### config.mk
export PLATFORM = sky130hd
export DESIGN_NAME = cdbr_regs
export DESIGN_NICKNAME = d
export VERILOG_FILES = /design/src/cdbr_pkg.sv /design/src/cdbr_flag_unit.sv /design/src/cdbr_regs.sv
export SDC_FILE = /design/constraint.sdc
export NUM_CORES = 1
export LEC_CHECK = 0
export BUFFER_PORTS_ARGS = -buffer_cell sky130_fd_sc_hd__buf_2
export CAP_MARGIN = 25
export CORE_MARGIN = 4
export CORE_UTILIZATION = 58
export CTS_BUF_LIST = sky130_fd_sc_hd__clkbuf_8
export DETAILED_ROUTE_END_ITERATION = 16
export PLACE_DENSITY_LB_ADDON = 0.1
export SLEW_MARGIN = 5
export SYNTH_ARGS = -nofsm -noshare
export SYNTH_HDL_FRONTEND = slang
export SYNTH_HIERARCHICAL = 1
export SYNTH_SLANG_ARGS = --single-unit
### constraint.sdc
create_clock -name mclk -period 2.5 [get_ports mclk]
set_input_delay 0.5 -clock mclk [delete_from_list [all_inputs] [get_ports mclk]]
set_output_delay 0.5 -clock mclk [all_outputs]
set_load 0.005 [all_outputs]
### src/cdbr_pkg.sv
// Purpose: shared constants and types for the dual-bank register file
// Assumes: one core clock, 8-bit internal data bus
// Notes:   flag positions and bus offsets are fixed here only
package cdbr_pkg;
  localparam int DW = 8;
  // register index inside a bank
  localparam logic [2:0] IDX_ACC = 3'h0;
  localparam logic [2:0] IDX_FLG = 3'h1;
  localparam logic [2:0] IDX_GEN0 = 3'h2;
  localparam logic [2:0] IDX_GENL = 3'h7;
  // flag bit positions
  localparam int FB_C = 0;
  localparam int FB_N = 1;
  localparam int FB_PV = 2;
  localparam int FB_H = 4;
  localparam int FB_Z = 6;
  localparam int FB_S = 7;
  localparam logic [7:0] FLAG_USED = 8'hd7;
  localparam logic [7:0] RST_BYTE = 8'h00;
  // avalon register map, byte addresses
  localparam int AW = 4;
  localparam logic [3:0] OFS_CTRL = 4'h0;
  localparam logic [3:0] OFS_STAT = 4'h4;
  localparam int CB_FREEZE = 0;
  localparam int SB_ACCBANK = 0;
  localparam int SB_GENBANK = 1;
  localparam int SB_FREEZE = 2;
  // operation classes issued by the decoder
  typedef enum logic [4:0] {
    OP_NONE, OP_LOAD, OP_ADD, OP_SUB, OP_INC, OP_DEC, OP_AND, OP_OR,
    OP_ROT_ACC, OP_ROT_SHIFT, OP_DAA, OP_NEG, OP_CPL, OP_SCF, OP_CCF,
    OP_IN_IND, OP_BLK_IO, OP_BLK_SRCH, OP_BLK_XFER, OP_LD_IR, OP_BIT,
    OP_SWAP_ACC, OP_SWAP_GEN, OP_PUSH_F, OP_POP_F
  } cdbr_op_t;
  // branch condition codes
  typedef enum logic [2:0] {
    CC_NZ, CC_Z, CC_NC, CC_C, CC_PO, CC_PE, CC_P, CC_M
  } cdbr_cond_t;
  // even parity of a byte gives one
  function automatic logic cdbr_even(input logic [7:0] b);
    return ~^b;
  endfunction
  // ops whose result lands in the accumulator
  function automatic logic cdbr_to_acc(input cdbr_op_t op);
    return op inside {OP_ADD, OP_SUB, OP_AND, OP_OR, OP_ROT_ACC, OP_DAA,
                      OP_NEG, OP_CPL};
  endfunction
endpackage

### src/cdbr_flag_unit.sv
// Purpose: next value of the flag byte for one operation class
// Assumes: alu supplies result, carry, half carry and overflow
// Notes:   purely combinational, unused flag bits forced low
`timescale 1ns/1ns
module cdbr_flag_unit
(
  input  wire cdbr_pkg::cdbr_op_t op,
  input  wire logic [7:0]         oldFlags,
  input  wire logic [7:0]         result,
  input  wire logic               aluCarry,
  input  wire logic               aluHalf,
  input  wire logic               aluOvf,
  output logic [7:0]              newFlags
);
  import cdbr_pkg::*;

  logic par;
  logic zer;
  assign par = cdbr_even(result);
  assign zer = (result == RST_BYTE);

  ////////////////////////////////////////////////////////////////////
  // per-class flag update
  always_comb
  begin
    newFlags = oldFlags;
    case (op)
      // RULE9 carry and borrow
      OP_ADD, OP_SUB:
      begin
        newFlags[FB_S] = result[7];
        newFlags[FB_Z] = zer;
        newFlags[FB_H] = aluHalf;
        newFlags[FB_PV] = aluOvf;
        newFlags[FB_N] = (op == OP_SUB);
        newFlags[FB_C] = aluCarry;
      end
      OP_INC, OP_DEC:
      begin
        newFlags[FB_S] = result[7];
        newFlags[FB_Z] = zer;
        newFlags[FB_H] = aluHalf;
        newFlags[FB_PV] = aluOvf;
        newFlags[FB_N] = (op == OP_DEC);
      end
      // RULE16 parity for logic
      OP_AND, OP_OR, OP_ROT_SHIFT, OP_IN_IND:
      begin
        newFlags[FB_S] = result[7];
        newFlags[FB_Z] = zer;
        newFlags[FB_H] = (op == OP_AND);
        newFlags[FB_PV] = par;
        newFlags[FB_N] = 1'b0;
        if (op == OP_ROT_SHIFT)
          newFlags[FB_C] = aluCarry;
        // RULE11 logic clears carry
        else if (op != OP_IN_IND)
          newFlags[FB_C] = 1'b0;
      end
      // RULE6 accumulator rotate class
      OP_ROT_ACC:
      begin
        newFlags[FB_H] = 1'b0;
        newFlags[FB_N] = 1'b0;
        newFlags[FB_C] = aluCarry;
      end
      // RULE12 keeps n for adjust
      OP_DAA:
      begin
        newFlags[FB_S] = result[7];
        newFlags[FB_Z] = zer;
        newFlags[FB_H] = aluHalf;
        newFlags[FB_PV] = par;
        newFlags[FB_C] = aluCarry;
      end
      OP_NEG:
      begin
        newFlags[FB_S] = result[7];
        newFlags[FB_Z] = zer;
        newFlags[FB_H] = aluHalf;
        newFlags[FB_PV] = aluOvf;
        newFlags[FB_N] = 1'b1;
        newFlags[FB_C] = aluCarry;
      end
      // RULE13 complement sets n
      OP_CPL:
      begin
        newFlags[FB_H] = 1'b1;
        newFlags[FB_N] = 1'b1;
      end
      // RULE10 set and flip carry
      OP_SCF:
      begin
        newFlags[FB_H] = 1'b0;
        newFlags[FB_N] = 1'b0;
        newFlags[FB_C] = 1'b1;
      end
      OP_CCF:
      begin
        newFlags[FB_N] = 1'b0;
        newFlags[FB_C] = ~oldFlags[FB_C];
      end
      // RULE14 clears n
      OP_BLK_XFER, OP_LD_IR, OP_BIT:
      begin
        newFlags[FB_N] = 1'b0;
        newFlags[FB_PV] = aluOvf;
        newFlags[FB_H] = (op == OP_BIT);
        if (op != OP_BLK_XFER)
          newFlags[FB_Z] = zer;
        if (op == OP_LD_IR)
          newFlags[FB_S] = result[7];
      end
      OP_BLK_IO, OP_BLK_SRCH:
      begin
        newFlags[FB_Z] = zer;
        newFlags[FB_N] = 1'b1;
        if (op == OP_BLK_SRCH)
        begin
          newFlags[FB_S] = result[7];
          newFlags[FB_PV] = aluOvf;
        end
      end
      default:
        newFlags = oldFlags;
    endcase
    newFlags = newFlags & FLAG_USED;
  end
endmodule // cdbr_flag_unit

### src/cdbr_regs.sv
// Purpose: main and alternate working register banks with flag logic
// Assumes: decoder issues one operation per cycle, alu is combinational
// Notes:   avalon slave gives a freeze control and bank status
// Operation
// RULE1: two eight-byte banks, one visible
// RULE2: accumulator swap exchanges A and flags
// RULE3: general swap exchanges six byte registers
// RULE4: accumulator takes arithmetic and logic results
// RULE5: accumulator has extra load forms
// RULE6: accumulator rotate is a short instruction
// RULE7: flags readable only by push
// RULE8: branches test S, Z, PV, C only
// RULE9: carry from add, borrow from subtract
// RULE10: set carry and complement carry
// RULE11: carry updates, logic clears, others keep
// RULE12: n with h steers decimal adjust (the alu takes no flag inputs and passes the bus byte through for adjust)
// RULE13: n set by subtract class operations
// RULE14: n cleared by add class operations
// RULE15: one shared internal byte bus
// RULE16: pv is parity or signed overflow
// RULE17: sign copies result bit seven
// RULE18: swap toggles bank, twice restores
`timescale 1ns/1ns
module cdbr_regs
(
  input  wire logic                 mclk,
  input  wire logic                 resetn,
  input  wire logic                 opValid,
  input  wire cdbr_pkg::cdbr_op_t   opCode,
  input  wire logic [2:0]           dstSel,
  input  wire logic [2:0]           srcSel,
  input  wire cdbr_pkg::cdbr_cond_t condSel,
  input  wire logic [7:0]           busIn,
  input  wire logic [7:0]           aluResult,
  input  wire logic                 aluCarry,
  input  wire logic                 aluHalf,
  input  wire logic                 aluOvf,
  output logic [7:0]                busOut,
  output logic [7:0]                accOut,
  output logic [7:0]                aluFlags,
  output logic                      condMet,
  input  wire logic [3:0]           avsAddress,
  input  wire logic                 avsRead,
  input  wire logic                 avsWrite,
  input  wire logic [31:0]          avsWriteData,
  input  wire logic [3:0]           avsByteEnable,
  output logic [31:0]               avsReadData,
  output logic                      avsWaitRequest
);
  import cdbr_pkg::*;

  // RULE1 visible and alternate banks
  logic [7:0] visQ [0:7];
  logic [7:0] altQ [0:7];
  logic       accBank_q;
  logic       genBank_q;
  logic       freeze_q;
  logic [7:0] busOut_q;
  logic       condMet_q;
  logic [31:0] rdData_q;
  logic       waitReq_q;
  logic [7:0] flagsD;
  logic       opGo;
  logic       busReq;

  assign opGo = opValid && !freeze_q;
  assign busReq = avsRead || avsWrite;

  ////////////////////////////////////////////////////////////////////
  // flag computation
  cdbr_flag_unit uFlags
  (
    .op       (opCode),
    .oldFlags (visQ[IDX_FLG]),
    .result   (aluResult),
    .aluCarry (aluCarry),
    .aluHalf  (aluHalf),
    .aluOvf   (aluOvf),
    .newFlags (flagsD)
  );

  ////////////////////////////////////////////////////////////////////
  // visible bank writes and exchanges
  always_ff @(posedge mclk or negedge resetn)
  begin
    if (!resetn)
    begin
      for (int i = 0; i < 8; i++)
      begin
        visQ[i] <= RST_BYTE;
        altQ[i] <= RST_BYTE;
      end
    end
    else if (opGo)
    begin
      case (opCode)
        // RULE2 exchange accumulator and flags
        OP_SWAP_ACC:
        begin
          for (int i = 0; i < 2; i++)
          begin
            visQ[i] <= altQ[i];
            altQ[i] <= visQ[i];
          end
        end
        // RULE3 exchange the six general bytes
        OP_SWAP_GEN:
        begin
          for (int i = 2; i < 8; i++)
          begin
            visQ[i] <= altQ[i];
            altQ[i] <= visQ[i];
          end
        end
        // RULE5 any load form lands here
        OP_LOAD, OP_IN_IND:
        begin
          if (dstSel != IDX_FLG)
            visQ[dstSel] <= busIn;
          if (opCode == OP_IN_IND)
            visQ[IDX_FLG] <= flagsD;
        end
        // RULE7 flags enter only from the stack
        OP_POP_F:
          visQ[IDX_FLG] <= busIn & FLAG_USED;
        OP_INC, OP_DEC, OP_ROT_SHIFT:
        begin
          if (dstSel != IDX_FLG)
            visQ[dstSel] <= aluResult;
          visQ[IDX_FLG] <= flagsD;
        end
        default:
        begin
          // RULE4 results into accumulator
          if (cdbr_to_acc(opCode))
            visQ[IDX_ACC] <= aluResult;
          visQ[IDX_FLG] <= flagsD;
        end
      endcase
    end
  end

  ////////////////////////////////////////////////////////////////////
  // RULE18 bank select toggles per exchange
  always_ff @(posedge mclk or negedge resetn)
  begin
    if (!resetn)
    begin
      accBank_q <= 1'b0;
      genBank_q <= 1'b0;
    end
    else if (opGo)
    begin
      if (opCode == OP_SWAP_ACC)
        accBank_q <= ~accBank_q;
      if (opCode == OP_SWAP_GEN)
        genBank_q <= ~genBank_q;
    end
  end

  ////////////////////////////////////////////////////////////////////
  // RULE15 shared bus drive, flags only on push
  always_ff @(posedge mclk or negedge resetn)
  begin
    if (!resetn)
      busOut_q <= RST_BYTE;
    else if (srcSel == IDX_FLG)
      busOut_q <= (opValid && opCode == OP_PUSH_F) ? visQ[IDX_FLG] : RST_BYTE;
    else
      busOut_q <= visQ[srcSel];
  end

  ////////////////////////////////////////////////////////////////////
  // RULE8 condition test on four flags
  always_ff @(posedge mclk or negedge resetn)
  begin
    if (!resetn)
      condMet_q <= 1'b0;
    else
    begin
      case (condSel)
        CC_NZ:   condMet_q <= ~visQ[IDX_FLG][FB_Z];
        CC_Z:    condMet_q <= visQ[IDX_FLG][FB_Z];
        CC_NC:   condMet_q <= ~visQ[IDX_FLG][FB_C];
        CC_C:    condMet_q <= visQ[IDX_FLG][FB_C];
        CC_PO:   condMet_q <= ~visQ[IDX_FLG][FB_PV];
        CC_PE:   condMet_q <= visQ[IDX_FLG][FB_PV];
        CC_P:    condMet_q <= ~visQ[IDX_FLG][FB_S];
        CC_M:    condMet_q <= visQ[IDX_FLG][FB_S];
        default: condMet_q <= 1'b0;
      endcase
    end
  end

  ////////////////////////////////////////////////////////////////////
  // avalon handshake: one wait cycle, then answer
  always_ff @(posedge mclk or negedge resetn)
  begin
    if (!resetn)
      waitReq_q <= 1'b1;
    else if (busReq && waitReq_q)
      waitReq_q <= 1'b0;
    else
      waitReq_q <= 1'b1;
  end

  // control register write, lands at the edge that ends the answer cycle, with waitrequest low
  always_ff @(posedge mclk or negedge resetn)
  begin
    if (!resetn)
      freeze_q <= 1'b0;
    else if (avsWrite && !waitReq_q && avsAddress == OFS_CTRL && avsByteEnable[0])
      freeze_q <= avsWriteData[CB_FREEZE];
  end

  // read data, unmapped reads give zero
  always_ff @(posedge mclk or negedge resetn)
  begin
    if (!resetn)
      rdData_q <= '0;
    else if (avsRead && waitReq_q)
    begin
      rdData_q <= '0;
      if (avsAddress == OFS_CTRL)
        rdData_q[CB_FREEZE] <= freeze_q;
      else if (avsAddress == OFS_STAT)
      begin
        rdData_q[SB_ACCBANK] <= accBank_q;
        rdData_q[SB_GENBANK] <= genBank_q;
        rdData_q[SB_FREEZE] <= freeze_q;
      end
    end
  end

  assign busOut = busOut_q;
  assign accOut = visQ[IDX_ACC];
  assign aluFlags = visQ[IDX_FLG];
  assign condMet = condMet_q;
  assign avsReadData = rdData_q;
  assign avsWaitRequest = waitReq_q;
endmodule // cdbr_regs

# After elaboration in Yosys (flattened, before gate mapping)
# Index checks and enable logic that the tools add are counted.
# word_totals
regBits	144
in_bits	78
out_inout_bits	58
wordCells	146
# op_classes
order_cmp	3
n_eq_ne	39
muxes	32
bitwise	10
reduce_logical	39
# ops
operator	n
48-bit one-hot mux with 3 select lines	1
64-bit bitwise mux	2
64-bit 2-to-1 mux	2
8-bit one-hot mux with 4 select lines	2
8-bit 2-to-1 mux	7
5-bit == test, second input constant	9
5-bit by 4-bit == test with 1-bit output, second input constant	8
8-bit binary-select mux with 3-bit select	1
8-bit demux with 3-bit select	1
5-bit by 3-bit == test with 1-bit output, second input constant	4
10-bit OR reduction	2
3-bit == test, second input constant	4
2-bit OR reduction	6
5-bit by 2-bit == test with 1-bit output, second input constant	2
5-bit OR reduction	2
4-bit greater-or-equal comparator, second input constant	2
1-bit logical AND	8
8-bit logical NOT	1
1-bit 2-to-1 mux	8
1-bit inverter	8
3-bit inverter with 4-bit output	2
1-bit one-hot mux with 4 select lines	2
1-bit one-hot mux with 8 select lines	1
8-bit nonzero test	1
30 further kinds	37

# Depth between registers and ports, before layout
# Gate-level depths: netlist of the first run.
# depth
word_depth	9
ltp_mapped	9
depth_no_buf	8

# By module
# Netlist of the first run, hierarchy kept.
# by_module_without_submodules
module	n_inst	cells_each	area_per_inst_um2	seq_area_each_um2
cdbr_regs	1	906	8793.4	3604.7
cdbr_flag_unit	1	101	691.9	0.0

# Worst setup path before layout of the first run
# Ideal clock, no wire load.
# synth_path
kind	input port to flip-flop
start	input port opCode[1]
end	register visQ[44] (netlist name)
setup_time_ns	0.126
t_arrival_ns	2.138
t_required_ns	2.374
setup_slack_ns	0.236
stages	8
path_buffers	4
path_cell_list	buf_2 -> or3b_4 -> and3_1 -> buf_2 -> or2_1 -> buf_4 -> buf_6 -> o32a_1
# synth_via
elab_chain_cells	4
elab_cells_between_ends	13
cone_classes	eq/ne (8); mux (1); reduce/logical (4)
# synth_rtl
item	line	text
start: declaration	cdbr_regs.sv:29	input wire cdbr_pkg::cdbr_op_t opCode,
5-bit by 3-bit == test with 1-bit output, or another cell as far along	cdbr_regs.sv:96	case (opCode)
3-bit OR reduction or 2-bit OR reduction (tied branches)	cdbr_regs.sv:96	
2-bit != test (no line) or 3-bit nonzero test (tied branches)	--	
4-bit AND reduction (no line)	--	
end signal: indexed assignment	cdbr_regs.sv:102	visQ[i] <= altQ[i];
end signal: indexed assignment	cdbr_regs.sv:111	visQ[i] <= altQ[i];
end signal: indexed assignment	cdbr_regs.sv:119	visQ[dstSel] <= busIn;
end: declaration	cdbr_regs.sv:53	logic [7:0] visQ [0:7];
# Several ways; a longest one is shown, not always the timed one.
# A chain may end at the register's enable or synchronous reset.

# Worst setup path in the final report of the first run
# layout_path
start	input port opCode[2]
end	register visQ[34] (netlist name)
# Same word-level chain as after synthesis.

==> results_tabular.tex, run 1 <==
\begin{tabular}{lr}
\hline
Metric & Value \\
\hline
\multicolumn{2}{l}{\textbf{Power and ir drop}} \\
\quad Share of total power in combinational logic & 26.3\% \\
\quad PwrDens & 633 nW/µm² \\
\quad Sequential group share of total power & 48.2\% \\
\quad Peak supply drop & 0.000445 V \\
\quad Cell-internal power & 4.41 mW \\
\quad Switching part of the total & 34.0\% \\
\quad Clock network power share & 25.4\% \\
\quad Static leakage power & 4.60 nW \\
\quad Sw power & 2.27 mW \\
\multicolumn{2}{l}{\textbf{Clocking}} \\
\quad Post CTS Setup Buffer Count & 0 \\
\quad Number of buffers created by CTS & 17 \\
\quad Hold buffers post-CTS & 1 \\
\quad Clock tree from TritonCTS & done \\
\quad TritonCTS Sinks & 144 \\
\quad Number of H-tree levels & 4 \\
\quad Cell chosen for the clock root & sky130\_fd\_sc\_hd\_\_clkbuf\_8 \\
\quad Maximum buffer depth of the clock tree & 2 \\
\quad Clock-pin slew reported for the worst setup and hold paths after clock tree synthesis & 80 ps \\
\quad Number of gates resized after CTS & 0 \\
\quad Worst skew pair latency & 470 ps \\
\multicolumn{2}{l}{\textbf{Synthesis}} \\
\quad Average size of a mapped cell & 9.42 µm² \\
\quad Share of flip-flops with an asynchronous set or reset after synthesis & 100\% \\
\quad Synthesized area & 9490 µm² \\
\quad Number of unique standard cell types used by synthesis & 75 \\
\quad EDFF count, synth & 0 \\
\quad Synth warnings & 6 \\
\quad Sequential area share after synthesis & 38.0\% \\
\quad Cells taking the most area after synthesis & sky130\_fd\_sc\_hd\_\_dfrtp\_1, sky130\_fd\_sc\_hd\_\_mux2\_2, sky130\_fd\_sc\_hd\_\_buf\_4 \\
\quad Register bit count reported by yosys & 144 \\
\quad Synth Instances & 1007 \\
\quad Largest area contributor in the synthesized netlist & sky130\_fd\_sc\_hd\_\_dfrtp\_1 \\
\quad Main synth FF type & sky130\_fd\_sc\_hd\_\_dfrtp\_1 \\
\quad Area share of the largest cell type after synthesis & 37.7\% \\
\multicolumn{2}{l}{\textbf{STA}} \\
\quad Fin. max-slew vios & 0 \\
\quad Worst relative slew slack & 64.3\% \\
\quad Final-report hold violation count & 0 \\
\quad Setup-failing EPs final & 0 \\
\quad Worst Tran Pin Value & 536 ps \\
\quad Unrepaired setup endpoints after global routing & no \\
\quad Final Critical Period & 2020 ps \\
\quad Final TNS setup & 0 ps \\
\quad Clk\_skew & 20.5 ps \\
\quad Share of the clock period used by the worst path after layout & 80.8\% \\
\quad Peak clock frequency supported by timing & 495 MHz \\
\multicolumn{2}{l}{\textbf{Layout}} \\
\quad Final Net Count & 1142 \\
\quad Commonest non-fill, non-tap cells in the layout & sky130\_fd\_sc\_hd\_\_dfrtp\_1, sky130\_fd\_sc\_hd\_\_mux2\_2, sky130\_fd\_sc\_hd\_\_nor2\_1 \\
\quad Most common cell after layout, fill and taps aside & sky130\_fd\_sc\_hd\_\_dfrtp\_1 \\
\quad Non-Filler Cell Area, Final & 10600 µm² \\
\quad Area delta synth->final & 11.2\% \\
\quad Ratio of cells with drive above 1 in the final layout & 27.0\% \\
\multicolumn{2}{l}{\textbf{Die}} \\
\quad Core area & 15900 µm² \\
\quad Die span in x & 136 µm \\
\quad Number of placement rows & 46 \\
\quad Initial core utilization & 59.5\% \\
\quad Die Area & 18500 µm² \\
\quad Die height & 136 µm \\
\quad Count of pins on the block boundary & 136 \\
\multicolumn{2}{l}{\textbf{Worst setup path}} \\
\quad Data arrival at the endpoint of the critical path & 2400 ps \\
\quad Slowest cell on the critical path & sky130\_fd\_sc\_hd\_\_buf\_4 \\
\quad List of cells traversed by the critical path & buf\_2 > buf\_4 > and3\_1 > o21ai\_4 > and3\_1 > buf\_4 > nor2\_1 > buf\_4 > a22oi\_1 \\
\quad Worst path max stage delay & 470 ps \\
\quad Maximum fanout along the worst path & 41 \\
\quad CP Capture Type & flop \\
\quad Classification of the worst setup path & input port to flop \\
\quad CP required & 2880 ps \\
\quad Critical path startpoint category & input port \\
\quad Most Frequent Cell on Critical Path & sky130\_fd\_sc\_hd\_\_buf\_4 \\
\multicolumn{2}{l}{\textbf{Drt}} \\
\quad Post-detailed-route wirelength per cell & 22.5 µm \\
\quad Number of iterations in the first detailed-routing pass & 7 \\
\quad Number of DRC markers after the initial detailed-route iteration & 970 \\
\quad Remaining routing DRC violations & 0 \\
\quad Via density per instance & 6.62 \\
\quad Total detailed-routing wirelength & 29000 µm \\
\quad Total via count after detailed routing & 8546 \\
\quad Antenna-violating nets left & 0 \\
\multicolumn{2}{l}{\textbf{Run}} \\
\quad Count of maximum capacitance violations & 0 \\
\multicolumn{2}{l}{\textbf{Placement}} \\
\quad HPWL reported at the end of detailed placement & 19200 µm \\
\quad Global placement routability congestion & 0.858 \\
\quad Number of buffers inserted by port buffering & 72 \\
\quad Area after DPL & 10200 µm² \\
\multicolumn{2}{l}{\textbf{Global routing}} \\
\quad Routing layer with the top usage in global route & met2 \\
\quad GR Layer Usage met3 & 7.14\% \\
\quad Met1 layer usage reported by global route & 44.1\% \\
\quad Number of global-route vias before repair & 7919 \\
\quad GR met2 Demand/Resource & 48.8\% \\
\quad Total congestion overflow after global routing & 0 \\
\quad Antenna violations before repair & 0 \\
\quad Global-route wire length before repair & 45100 µm \\
\quad Largest net degree at the start of global routing & 85 \\
\quad Overall routing resource usage & 31.8\% \\
\multicolumn{2}{l}{\textbf{Worst hold path}} \\
\quad Type of the tightest min-delay check & input port to flop \\
\multicolumn{2}{l}{\textbf{Status}} \\
\quad Outcome & finished, final reports clean \\
\hline
\end{tabular}
-- through the flow --
stage	power (mW)	worst slack, ps	util, %	std cells	hold WS, ps
after floorplan	4.38	236	-	1036	204
after global placement	4.94	87.1	63.9	1256	464
after detailed placement	4.99	58.4	63.9	1256	466
after CTS	6.66	530	66.2	1289	202
after global routing	7.01	369	66.2	1289	214
final	6.68	480	66.2	1290	205
-- sequential cells by signal, indices dropped and copies added, names as in the netlist --
signal,cells
visQ,48
busOut,8
genBank_q,1
avsReadData,3
freeze_q,1
altQ,64
accOut,8
aluFlags,8
avsWaitRequest,1
accBank_q,1
condMet,1
-- final timing paths --
| check | from | endpoint | slack, ps | depth (start not counted) |
|---|---|---|---|---|
| setup / recovery | opCode[2] | visQ[34]$_DFFE_PN0P_ | 480 | 9 |
| hold / removal | avsRead | avsWaitRequest$_DFF_PN1_ | 210 | 2 |
| setup reg to reg | freeze_q$_DFFE_PN0P_ | visQ[17]$_DFFE_PN0P_ | 530 | 5 |
| hold reg to reg | avsReadData[1]$_DFFE_PN0P_ | avsReadData[1]$_DFFE_PN0P_ | 480 | 2 |
| max in group asynchronous | resetn | visQ[26]$_DFFE_PN0P_ | 1250 | 3 |
| min in group asynchronous | resetn | accOut[1]$_DFFE_PN0P_ | 570 | 2 |
-- power groups by stage --
stage	clock [mW]	sequential (mW)	combinational, mW
2_1_floorplan	0	3.11	1.28
6_report	1.70	3.22	1.76
5_1_grt	1.81	3.27	1.92
3_5_place_dp	0	3.25	1.73
4_1_cts	1.71	3.21	1.74
3_3_place_gp	0	3.24	1.70
-- cells in the mapped netlist (5+ instances only) --
cell and count:
sky130_fd_sc_hd__a2111oi_0 8, sky130_fd_sc_hd__a211oi_1 8, sky130_fd_sc_hd__a21oi_1 66, sky130_fd_sc_hd__a221o_1 8, sky130_fd_sc_hd__a221oi_1 10, sky130_fd_sc_hd__a222oi_1 8, sky130_fd_sc_hd__a22o_1 13, sky130_fd_sc_hd__a22oi_1 13
sky130_fd_sc_hd__a2bb2oi_1 12, sky130_fd_sc_hd__a31oi_1 39, sky130_fd_sc_hd__a32oi_1 17, sky130_fd_sc_hd__and3_1 5, sky130_fd_sc_hd__buf_1 14, sky130_fd_sc_hd__buf_2 15, sky130_fd_sc_hd__buf_4 50, sky130_fd_sc_hd__clkbuf_1 59
sky130_fd_sc_hd__dfrtp_1 143, sky130_fd_sc_hd__inv_1 21, sky130_fd_sc_hd__mux2_2 81, sky130_fd_sc_hd__mux2i_1 10, sky130_fd_sc_hd__mux4_2 9, sky130_fd_sc_hd__nand2_1 47, sky130_fd_sc_hd__nand2b_1 12, sky130_fd_sc_hd__nand3_1 22
sky130_fd_sc_hd__nand3b_1 8, sky130_fd_sc_hd__nor2_1 74, sky130_fd_sc_hd__nor2b_1 26, sky130_fd_sc_hd__nor3_1 37, sky130_fd_sc_hd__nor4b_1 5, sky130_fd_sc_hd__o21ai_0 41, sky130_fd_sc_hd__o22a_1 5, sky130_fd_sc_hd__o2bb2ai_1 8
sky130_fd_sc_hd__o31ai_1 13, sky130_fd_sc_hd__o32a_1 21
-- final cells by class --
cell class	instances	area (µm²)
flip-flops and latches	144	3600
multi-input cells	729	5170
inverters	21	78.8
diodes	1	2.50
well taps	216	270
fillers	1347	5390
clock inverters	13	88.8
repair buffers	147	1070
clock buffers	19	262
-- worst max-delay path, delay by kind of cell --
family | cells | cell delay [ps]
buffers and inverters | 4 | 980
AND/OR/NAND/NOR | 3 | 560
AO/OA/AOI/OAI | 2 | 330
-- cells by family after synthesis --
| family | synth area share [%] |
|---|---|
| AO/OA/AOI/OAI | 24.3 |
| AND/OR/NAND/NOR | 14.6 |
| buffers and inverters | 8.94 |
| flip-flops | 38.0 |
| multiplexers | 12.8 |
| XOR/XNOR | 0.739 |
| adder cells (fa/ha/maj) | 0.528 |
| other | 0.0792 |
-- layer usage --
metal  part of all wire (%)  up-vias
li1                       -     3839
met1                     42     4238
met2                     47      413
met3                    8.1       56
met4                    3.2        0
met5                      0        -
Power figures use the tool's default switching activity.
==> inputs of run 2 (changes only) <==
Clock period 2.5 ns to 2.1 ns, I/O delays scaled along.
==> results_tabular.tex, run 2 (synthesized netlist as in run 1, its figures left out) <==
\begin{tabular}{lr}
\hline
Metric & Value \\
\hline
\multicolumn{2}{l}{\textbf{STA}} \\
\quad Setup-failing EPs final & 0 (unchanged) \\
\quad Final Critical Period & 1960 ps \\
\quad Worst Tran Pin Value & 847 ps (+312 ps) \\
\quad Final worst setup slack & 140 ps (-339 ps) \\
\quad Worst relative slew slack & 43.5\% (-21 points) \\
\quad Share of the clock period used by the worst path after layout & 93.3\% \\
\quad Unrepaired setup endpoints after global routing & no \\
\quad Clk\_skew & 10.3 ps (-10.3 ps) \\
\quad Fin. max-slew vios & 0 (unchanged) \\
\quad Final-report hold violation count & 0 (unchanged) \\
\quad Final TNS setup & 0 ps (unchanged) \\
\quad Peak clock frequency supported by timing & 510 MHz \\
\multicolumn{2}{l}{\textbf{Worst setup path}} \\
\quad Worst path max stage delay & 650 ps (+180 ps) \\
\quad CP required & 2500 ps (-380 ps) \\
\quad List of cells traversed by the critical path & buf\_2 > buf\_12 > and3\_1 > o21a\_1 > nor2\_2 > buf\_4 > a22o\_1 > o32a\_1 \\
\quad Slowest cell on the critical path & sky130\_fd\_sc\_hd\_\_nor2\_2 \\
\quad Count of buffer and inverter cells on the critical path & 3 (-1) \\
\quad Data arrival at the endpoint of the critical path & 2360 ps (-40 ps) \\
\quad Top delay family on crit path & simple AND/OR/NAND/NOR gates \\
\quad CP Capture Type & flop \\
\quad Critical path startpoint category & input port \\
\quad Classification of the worst setup path & input port to flop \\
\quad Maximum fanout along the worst path & 13 (-68\%) \\
\multicolumn{2}{l}{\textbf{Global routing}} \\
\quad Antenna violations before repair & 0 (unchanged) \\
\quad Total congestion overflow after global routing & 0 (unchanged) \\
\quad Overall routing resource usage & 32.6\% (+0.80 points) \\
\quad Global-route wire length before repair & 46400 µm (+2.9\%) \\
\quad Number of global-route vias before repair & 8221 (+3.8\%) \\
\quad Largest net degree at the start of global routing & 75 (-12\%) \\
\multicolumn{2}{l}{\textbf{Clocking}} \\
\quad TritonCTS Sinks & 144 (unchanged) \\
\quad Clock-pin slew reported for the worst setup and hold paths after clock tree synthesis & 80 ps (about the same) \\
\quad Number of buffers created by CTS & 17 (unchanged) \\
\quad Maximum buffer depth of the clock tree & 2 (unchanged) \\
\quad Cell chosen for the clock root & sky130\_fd\_sc\_hd\_\_clkbuf\_8 \\
\quad Number of H-tree levels & 4 (unchanged) \\
\quad Worst skew pair latency & 470 ps (about the same) \\
\quad Clock tree from TritonCTS & done \\
\multicolumn{2}{l}{\textbf{Power and ir drop}} \\
\quad PwrDens & 724 nW/µm² (+14\%) \\
\quad Static leakage power & 4.86 nW (+5.6\%) \\
\quad Peak supply drop & 0.000393 V (-12\%) \\
\quad Overall Power & 7.93 mW (+19\%) \\
\multicolumn{2}{l}{\textbf{Die}} \\
\quad Die height & 136 µm (unchanged) \\
\quad Number of placement rows & 46 (unchanged) \\
\quad Count of pins on the block boundary & 136 (unchanged) \\
\quad Core area & 15900 µm² (unchanged) \\
\quad Die span in x & 136 µm (unchanged) \\
\quad Die Area & 18500 µm² (unchanged) \\
\quad Initial core utilization & 59.5\% (unchanged) \\
\multicolumn{2}{l}{\textbf{Drt}} \\
\quad Total via count after detailed routing & 8774 (+2.7\%) \\
\quad Antenna-violating nets left & 0 (unchanged) \\
\quad Total detailed-routing wirelength & 29500 µm (+1.7\%) \\
\quad Post-detailed-route wirelength per cell & 22.1 µm (-1.5\%) \\
\quad Remaining routing DRC violations & 0 (unchanged) \\
\quad Number of iterations in the first detailed-routing pass & 8 (+1) \\
\quad Number of DRC markers after the initial detailed-route iteration & 993 (+2.4\%) \\
\quad Via density per instance & 6.59 (-0.49\%) \\
\multicolumn{2}{l}{\textbf{Run}} \\
\quad Count of maximum capacitance violations & 0 (unchanged) \\
\multicolumn{2}{l}{\textbf{Layout}} \\
\quad Filler-free cell count of the finished design & 1331 (+3.2\%) \\
\quad Ratio of cells with drive above 1 in the final layout & 29.5\% (+2.5 points) \\
\quad Area delta synth->final & 15.5\% \\
\quad Biggest regs & altQ x64, visQ x48 \\
\quad Final antenna diode count & 0 (-1) \\
\quad Final Net Count & 1186 (+3.9\%) \\
\quad Register with the highest flop count & altQ \\
\quad Fill cell count & 1300 (-3.5\%) \\
\quad Finished Core Util & 68.7\% (+2.6 points) \\
\quad Area taken by flip-flops and latches & 3600 µm² (unchanged) \\
\quad Multi-input combinational cell area & 5180 µm² (about the same) \\
\quad Number of flip-flops under the largest register name & 64 (unchanged) \\
\quad Most common cell after layout, fill and taps aside & sky130\_fd\_sc\_hd\_\_dfrtp\_1 \\
\quad Commonest non-fill, non-tap cells in the layout & sky130\_fd\_sc\_hd\_\_dfrtp\_1, sky130\_fd\_sc\_hd\_\_buf\_4, sky130\_fd\_sc\_hd\_\_mux2\_2 \\
\multicolumn{2}{l}{\textbf{Placement}} \\
\quad HPWL reported at the end of detailed placement & 20300 µm (+5.8\%) \\
\quad Post-Place Worst Slack & -312 ps (-371 ps) \\
\quad Global placement routability congestion & 0.921 (+7.3\%) \\
\quad Number of buffers inserted by port buffering & 72 (unchanged) \\
\quad Placed cell count & 1300 (+3.5\%) \\
\multicolumn{2}{l}{\textbf{Status}} \\
\quad Outcome & finished, final reports clean \\
\multicolumn{2}{l}{\textbf{Worst hold path}} \\
\quad Type of the tightest min-delay check & input port to flop \\
\hline
\end{tabular}
-- run 2: final timing paths --
| check | startpoint | end | slack [ps] | cells past startpoint |
|---|---|---|---|---|
| hold / removal | avsRead | avsWaitRequest$_DFF_PN1_ | 100 | 2 |
| hold reg to reg | accBank_q$_DFFE_PN0P_ | accBank_q$_DFFE_PN0P_ | 470 | 1 |
| max in group asynchronous | resetn | visQ[9]$_DFFE_PN0P_ | 1050 | 3 |
| setup / recovery | opCode[2] | visQ[12]$_DFFE_PN0P_ | 140 | 8 |
| min in group asynchronous | resetn | avsReadData[2]$_DFFE_PN0P_ | 450 | 2 |
| setup reg to reg | freeze_q$_DFFE_PN0P_ | visQ[14]$_DFFE_PN0P_ | 310 | 5 |
-- run 2: per-layer routing --
| layer | share of wire (%) | track usage (%) | vias up |
|---|---|---|---|
| li1 | - | - | 3932 |
| met1 | 42 | 46.0 | 4297 |
| met2 | 45 | 50.4 | 465 |
| met3 | 9.2 | 6.00 | 80 |
| met4 | 4.1 | 12.6 | 0 |
| met5 | 0 | 0 | - |
-- run 2: power breakdown --
group	leakage, nW	internal (mW)	total, mW	switching [mW]
Clock	0.183	0.835	1.88	1.04
Combinational	2.78	1.11	2.19	1.08
Sequential	1.90	3.34	3.86	0.522
-- run 2: area by class of cell --
| type | instances | area share [%] |
|---|---|---|
| Inverter | 21 | 0.719 |
| Sequential cell | 144 | 32.9 |
| Timing Repair Buffer | 191 | 13.8 |
| Multi-Input combinational cell | 729 | 47.2 |
| Clock buffer | 19 | 2.39 |
| Tap cell | 216 | 2.47 |
| Clock inverter | 11 | 0.502 |
-- run 2: stage by stage --
stage | hold WS [ps] | instance area (µm²)
floorplan | 124 | 9600
detailed placement | 383 | 10600
global placement | 385 | 10600
global route | 91.2 | 11000
CTS | 85.7 | 11000
finish | 102 | 11000
-- run 2: what timing repair did --
action                                  in CTS  in global routing
hold buffers                                 1                  0
hold endpoints to repair                    41                  0
resized for setup                            0                  1
endpoints found under the setup margin       0                  1
buffers inserted                             0                  0
